File: config.mk
export PLATFORM = sky130hd
export DESIGN_NAME = pcf_clock_fanout
export DESIGN_NICKNAME = d
export VERILOG_FILES = /design/src/pcf_clock_fanout.v
export VERILOG_INCLUDE_DIRS = /design/src /design/src/src
export SDC_FILE = /design/constraint.sdc
export NUM_CORES = 1
export LEC_CHECK = 0
export ABC_AREA = 0
export BUFFER_PORTS_ARGS = -buffer_cell sky130_fd_sc_hd__buf_2
export CAP_MARGIN = 20
export CORE_MARGIN = 2
export CORE_UTILIZATION = 60
export CTS_CLUSTER_SIZE = 14
export DETAILED_ROUTE_END_ITERATION = 10
export PLACE_DENSITY = 0.79
export SLEW_MARGIN = 20
export SYNTH_ARGS = -nofsm -noshare
export SYNTH_HDL_FRONTEND = slang
export SYNTH_SLANG_ARGS = --single-unit
File: constraint.sdc
create_clock -name ref_clk_i -period 3.86 [get_ports ref_clk_i]
set_input_delay 0.772 -clock ref_clk_i [delete_from_list [all_inputs] [get_ports ref_clk_i]]
set_output_delay 0.772 -clock ref_clk_i [all_outputs]
set_load 0.005 [all_outputs]
File: src/pcf_defs.vh
// Constants for the clock fan-out and gating block
`ifndef PCF_DEFS_VH
`define PCF_DEFS_VH

`define PCF_BANK_A_W      5
`define PCF_BANK_B_W      4
`define PCF_CNT_W         8
`define PCF_CNT_MAX       8'hff
`define PCF_SYS_CLK_KHZ   50000
`define PCF_STAB_TIME_US  1000
`define PCF_STAB_W        20
`define PCF_FB_WIN        8'h03

`endif

File: src/pcf_clock_fanout.v
// Clock fan-out with per-bank gating, duty restore, bypass and lock tracking
`timescale 1ns/10ps
`default_nettype none
`include "pcf_defs.vh"

module pcf_clock_fanout #(
  parameter integer STAB_CYCLES = (`PCF_STAB_TIME_US * `PCF_SYS_CLK_KHZ) / 1000
) (
  // Clock and reset
  input  wire                      ref_clk_i,
  input  wire                      reset_n_i,
  // Reference and loop
  input  wire                      reference_in_i,
  input  wire                      feedback_in_i,
  output wire                      feedback_out_o,
  output wire                      lock_valid_o,
  // Control
  input  wire                      bank_a_enable_i,
  input  wire                      bank_b_enable_i,
  input  wire                      analog_supply_strap_i,
  // Clock outputs
  output wire [`PCF_BANK_A_W-1:0]  bank_a_outputs_o,
  output wire [`PCF_BANK_B_W-1:0]  bank_b_outputs_o
);

  // Lock tracker states
  localparam ST_ACQ  = 1'h0;
  localparam ST_LOCK = 1'h1;

  // Input edge detection
  reg                      ref_prev_r;
  reg                      fb_prev_r;
  // Period measurement
  reg  [`PCF_CNT_W-1:0]    cnt_r;
  reg  [`PCF_CNT_W-1:0]    cnt_nxt;
  reg  [`PCF_CNT_W-1:0]    period_r;
  reg  [`PCF_CNT_W-1:0]    period_nxt;
  reg                      period_ok_r;
  reg                      period_ok_nxt;
  // Duty restore and output stage
  reg                      gen_r;
  reg                      gen_nxt;
  reg                      fb_out_r;
  reg  [`PCF_BANK_A_W-1:0] bank_a_r;
  reg  [`PCF_BANK_A_W-1:0] bank_a_nxt;
  reg  [`PCF_BANK_B_W-1:0] bank_b_r;
  reg  [`PCF_BANK_B_W-1:0] bank_b_nxt;
  // Lock tracking
  reg                      state_r;
  reg                      state_nxt;
  reg  [`PCF_STAB_W-1:0]   stab_r;
  reg  [`PCF_STAB_W-1:0]   stab_nxt;
  reg                      fb_seen_r;
  reg                      fb_seen_nxt;
  // Combinational helpers
  wire                     ref_rise;
  wire                     fb_rise;
  wire                     bypass;
  wire                     src;
  wire                     period_changed;
  wire                     ref_lost;
  wire                     fb_late;
  wire                     fb_missing;
  wire                     disturb;
  wire [`PCF_STAB_W-1:0]   stab_last;

  // Wrapping increment shared by the period counter and the period capture
  function [`PCF_CNT_W-1:0] cnt_plus_one;
    input [`PCF_CNT_W-1:0] value;
    begin
      cnt_plus_one = value + 8'h01;
    end
  endfunction

  // Gating shared by both banks: a disabled bank is parked low, never left floating
  function gated_bit;
    input enable;
    input clk_bit;
    begin
      gated_bit = enable & clk_bit;
    end
  endfunction

  // Edges are found against the previous sample; both pins idle low after reset
  assign ref_rise = reference_in_i & ~ref_prev_r;
  assign fb_rise  = feedback_in_i & ~fb_prev_r;

  // Strap low selects bypass
  assign bypass   = ~analog_supply_strap_i;
  // Bypass takes the raw reference, so its duty is not restored
  assign src      = bypass ? reference_in_i : gen_r;

  // Last count of the stabilization interval before lock is declared
  assign stab_last = STAB_CYCLES[`PCF_STAB_W-1:0] - 20'h00001;

  // Period measurement between reference rising edges
  always @* begin
    cnt_nxt       = cnt_r;
    period_nxt    = period_r;
    period_ok_nxt = period_ok_r;
    if (ref_rise) begin
      cnt_nxt       = {`PCF_CNT_W{1'h0}};
      period_nxt    = cnt_plus_one(cnt_r);
      // A rise after a lost reference measures nothing useful
      period_ok_nxt = (cnt_r != `PCF_CNT_MAX);
    end else if (cnt_r != `PCF_CNT_MAX) begin
      cnt_nxt = cnt_plus_one(cnt_r);
    end
  end

  // High for the first half of the measured period, rising on the reference edge;
  // odd periods lose the extra half cycle because only whole sample cycles exist
  always @* begin
    gen_nxt = 1'h0;
    if (period_nxt > 8'h01) begin
      gen_nxt = (cnt_nxt < {1'h0, period_nxt[`PCF_CNT_W-1:1]});
    end
  end

  // Bank gating; the feedback path ignores both enables
  always @* begin
    bank_a_nxt = {`PCF_BANK_A_W{gated_bit(bank_a_enable_i, src)}};
    bank_b_nxt = {`PCF_BANK_B_W{gated_bit(bank_b_enable_i, src)}};
  end

  // Disturbance sources; any one of them restarts the stabilization interval
  assign period_changed = ref_rise && (period_nxt != period_r);
  assign ref_lost       = (cnt_r == `PCF_CNT_MAX);
  assign fb_late        = fb_rise && (cnt_r > `PCF_FB_WIN);
  assign fb_missing     = ref_rise && period_ok_r && !fb_seen_r;
  // Bypass holds the tracker out of lock since the loop is not in the path
  assign disturb        = period_changed | ref_lost | fb_late | fb_missing | bypass;

  // Feedback seen in the current reference period; a coincident rise counts for the new period
  always @* begin
    fb_seen_nxt = fb_seen_r;
    if (fb_rise) begin
      fb_seen_nxt = 1'h1;
    end else if (ref_rise) begin
      fb_seen_nxt = 1'h0;
    end
  end

  // Lock tracking
  always @* begin
    state_nxt = state_r;
    stab_nxt  = stab_r;
    case (state_r)
      ST_ACQ: begin
        if (disturb) begin
          stab_nxt = {`PCF_STAB_W{1'h0}};
        end else if (stab_r >= stab_last) begin
          state_nxt = ST_LOCK;
        end else begin
          stab_nxt = stab_r + 20'h00001;
        end
      end
      ST_LOCK: begin
        if (disturb) begin
          state_nxt = ST_ACQ;
          stab_nxt  = {`PCF_STAB_W{1'h0}};
        end
      end
      default: begin
        state_nxt = ST_ACQ;
        stab_nxt  = {`PCF_STAB_W{1'h0}};
      end
    endcase
  end

  // Input samples and measurement registers
  always @(posedge ref_clk_i or negedge reset_n_i) begin
    if (!reset_n_i) begin
      ref_prev_r  <= 1'h0;
      fb_prev_r   <= 1'h0;
      // Start as if the reference were lost, so no lock before two clean periods
      cnt_r       <= `PCF_CNT_MAX;
      period_r    <= {`PCF_CNT_W{1'h0}};
      period_ok_r <= 1'h0;
      fb_seen_r   <= 1'h0;
    end else begin
      ref_prev_r  <= reference_in_i;
      fb_prev_r   <= feedback_in_i;
      cnt_r       <= cnt_nxt;
      period_r    <= period_nxt;
      period_ok_r <= period_ok_nxt;
      fb_seen_r   <= fb_seen_nxt;
    end
  end

  // Lock tracker registers
  always @(posedge ref_clk_i or negedge reset_n_i) begin
    if (!reset_n_i) begin
      state_r <= ST_ACQ;
      stab_r  <= {`PCF_STAB_W{1'h0}};
    end else begin
      state_r <= state_nxt;
      stab_r  <= stab_nxt;
    end
  end

  // Clock generator and output stage
  always @(posedge ref_clk_i or negedge reset_n_i) begin
    if (!reset_n_i) begin
      gen_r    <= 1'h0;
      fb_out_r <= 1'h0;
      bank_a_r <= {`PCF_BANK_A_W{1'h0}};
      bank_b_r <= {`PCF_BANK_B_W{1'h0}};
    end else begin
      gen_r    <= gen_nxt;
      fb_out_r <= src;
      bank_a_r <= bank_a_nxt;
      bank_b_r <= bank_b_nxt;
    end
  end

  // Feedback output leaves on the same register stage as the banks so that all edges line up
  assign feedback_out_o   = fb_out_r;
  assign bank_a_outputs_o = bank_a_r;
  assign bank_b_outputs_o = bank_b_r;
  assign lock_valid_o     = state_r;

endmodule
`default_nettype wire

==> impl_metrics.json <==
{
  "status": "completed",
  "dr_total_vias": 2043,
  "hold_buffers": 0,
  "ys_ff_latch": 45,
  "die_area_um2": 4934,
  "antennaDiodeCount": 0,
  "ctsResizeCount": 0,
  "syn_area_per_cell_um2": 9.269,
  "cts_tree": "built",
  "fin_crit_ns": 3.020,
  "wire_per_inst_um": 15.08,
  "routabilityCongestion": 0.8859,
  "place_inst": 332,
  "post_cts_buffers": 0,
  "fin_tns_setup_ns": 0,
  "syn_to_final_growth_pct": 5.846,
  "h-tree-depth": 2,
  "coreArea_um2": 4294,
  "synth_ff_type": "dfrtp_1",
  "dr.pass1.iters": 4,
  "die_h_um": 70.24,
  "synthCells": 284,
  "drt_iter0_drc": 96,
  "peakVddDrop_mv": 0.4317,
  "synth-edff-count": 0,
  "gr-total-overflow": 0,
  "drive_above_1_share": 0.1424,
  "grt_max_degree": 46,
  "antenna_found_initial": 0,
  "required_ns": 4.10,
  "wl_um": 5127,
  "ys_seq_area_frac": 0.4316,
  "crit_fanout": 8,
  "clock_power_share": 0.273,
  "start_util": 0.6131,
  "worstPathArrival_ns": 3.26,
  "fmax_mhz": 331.2,
  "rsz0062_at_grt": "false",
  "period_share": 0.7823,
  "internal_power_mw": 0.9194,
  "cts_inserted_buffers": 5,
  "cap_viol_max_count": 0,
  "hold_viol": 0,
  "design_area_um2": 2786,
  "power.density_nw_per_um2": 480.5,
  "die_w_um": 70.24,
  "hold_path.class": "register to register",
  "ys_async_sr_fraction": 1.000,
  "cp-start-kind": "register",
  "grt_pass1_wl_um": 8880,
  "clk_pin_slew_worst_paths_ns": 0.08,
  "seqPwrFrac": 0.462,
  "synth_warnings": 0,
  "pwr-share-comb": 0.265,
  "p_leak_nw": 1.217,
  "dp.final_hpwl_um": 3648,
  "setup_slack_ns": 0.8404,
  "rows": 24,
  "endpoint_kind": "register",
  "finClkSkew_ns": 0.004586,
  "cts_sinks": 45,
  "power.total_mw": 1.339,
  "slew_headroom": 0.3482,
  "fin_nets": 302,
  "syn_area_um2": 2633,
  "switching_share": 0.3133,
  "drc": 0,
  "crit_type": "register to register",
  "ys_types": 50,
  "avgViaCountPerCell": 6.009,
  "root_buffer": "clkbuf_8",
  "fin_cells": 340,
  "place_area_um2": 2670,
  "grtUsageTotal": 0.2250,
  "setup_viol": 0,
  "utilization": 0.6489,
  "insertion_delay_ns": 0.30,
  "whs_ns": 0.4820,
  "grt_pass1_vias": 1894,
  "clk_path_buf_depth": 2,
  "worst_pin_slew_ns": 0.9777,
  "route.antenna.remaining_nets": 0,
  "num_io_pins": 18,
  "p_sw_mw": 0.4194,
  "slew_viol_final": 0,
  "synth_nets": 299,
  "dpl_worst_slack_ns": 0.8344,
  "io_buffers": 17
}
==> Yosys cell counts (all sizes together), types with 2 or more instances <==
cell | number | area share
nand2 | 20 | 0.029
nor4 | 3 | 0.0071
or2 | 2 | 0.0048
nand3 | 11 | 0.021
nor3b | 5 | 0.014
o21ai | 11 | 0.021
xnor2 | 14 | 0.047
clkbuf | 10 | 0.014
a41oi | 2 | 0.0067
mux2i | 4 | 0.015
nor2 | 26 | 0.037
o311ai | 2 | 0.0067
a21oi | 15 | 0.029
nand2b | 4 | 0.0095
dfrtp | 37 | 0.35
and4 | 3 | 0.010
dfstp | 8 | 0.080
a2111oi | 4 | 0.016
a31oi | 4 | 0.0095
xor2 | 10 | 0.033
nor2b | 11 | 0.026
inv | 11 | 0.016
buf | 13 | 0.034
o211ai | 2 | 0.0057
or4 | 2 | 0.0057
nand4 | 9 | 0.021
nand4b | 2 | 0.0067
nor3 | 11 | 0.025
and3 | 6 | 0.014
ha | 8 | 0.038
==> critical path: stages, from the launching register on <==
cell and delay, ns:
dfstp_2 0.59, ha_1 0.35, nand4_1 0.21, or2_2 0.43
a21oi_1 0.24, ha_1 0.28, and4_1 0.22, a2111oi_0 0.42
o211a_1 0.22
==> worst paths after layout <==
| kind | from | end | slack (ns) | cells past startpoint |
|---|---|---|---|---|
| worst max register to register | cnt_r[0] | gen_r | 0.84 | 8 |
| worst min register to register | period_ok_r | period_ok_r | 0.48 | 2 |
| worst min-delay path | period_ok_r | period_ok_r | 0.48 | 2 |
| max in group asynchronous | reset_n_i | period_r[5] | 2.62 | 1 |
| worst max-delay path | cnt_r[0] | gen_r | 0.84 | 8 |
| min in group asynchronous | reset_n_i | stab_r[2] | 0.63 | 1 |
==> layout by cell type, fill, tap and decap left out, types with 9 or more instances in the layout <==
master	synthesis	final
inv_1	11	11
nand4_1	9	9
nor2b_1	11	11
nor2_1	26	26
buf_2	3	17
a21oi_1	15	15
dfrtp_1	37	37
nor3_1	9	9
xnor2_1	14	14
xor2_1	10	10
nand2_1	20	20
o21ai_0	11	11
nand3_1	11	11
==> registers in the layout (all words and copies together) (netlist names) <==
name and flops:
period_r 8, cnt_r 8, stab_r 20, lock_valid_o 1, bank_a_outputs_o 1, bank_b_outputs_o 1
ref_prev_r 1, period_ok_r 1, fb_prev_r 1, feedback_out_o 1, gen_r 1, fb_seen_r 1
==> routing by layer <==
metal	track usage	wire, µm	vias up
met5	0	0	-
met4	0.08761	93	0
met3	0.04473	205	9
met2	0.3522	2557	43
met1	0.3077	2271	984
li1	-	-	1007
==> cell type report <==
type	count	area, µm²
multi-input cells	205	1328
repair buffers	19	100.1
clock inverters	1	30.03
clock buffers	7	86.33
flip-flops and latches	45	1136
well taps	52	65.06
inverters	11	41.29
fillers	365	1508
==> power groups by stage <==
stage / combinational (mW) / sequential (mW) / clock [mW]
finish: 0.355 / 0.619 / 0.366
global route: 0.404 / 0.628 / 0.390
CTS: 0.357 / 0.615 / 0.373
detailed placement: 0.355 / 0.623 / 0
global placement: 0.341 / 0.622 / 0
floorplan: 0.308 / 0.590 / 0
==> cell families after synthesis <==
| kind of cell | count (synthesis) | share of synthesized area |
|---|---|---|
| compound gates | 49 | 0.1236 |
| xor+xnor | 24 | 0.07985 |
| fa+ha+maj | 8 | 0.03802 |
| buf+inv | 34 | 0.06416 |
| flops | 45 | 0.4316 |
| mux | 5 | 0.01949 |
| simple gates | 119 | 0.2433 |
Power figures use the tool's default switching activity.
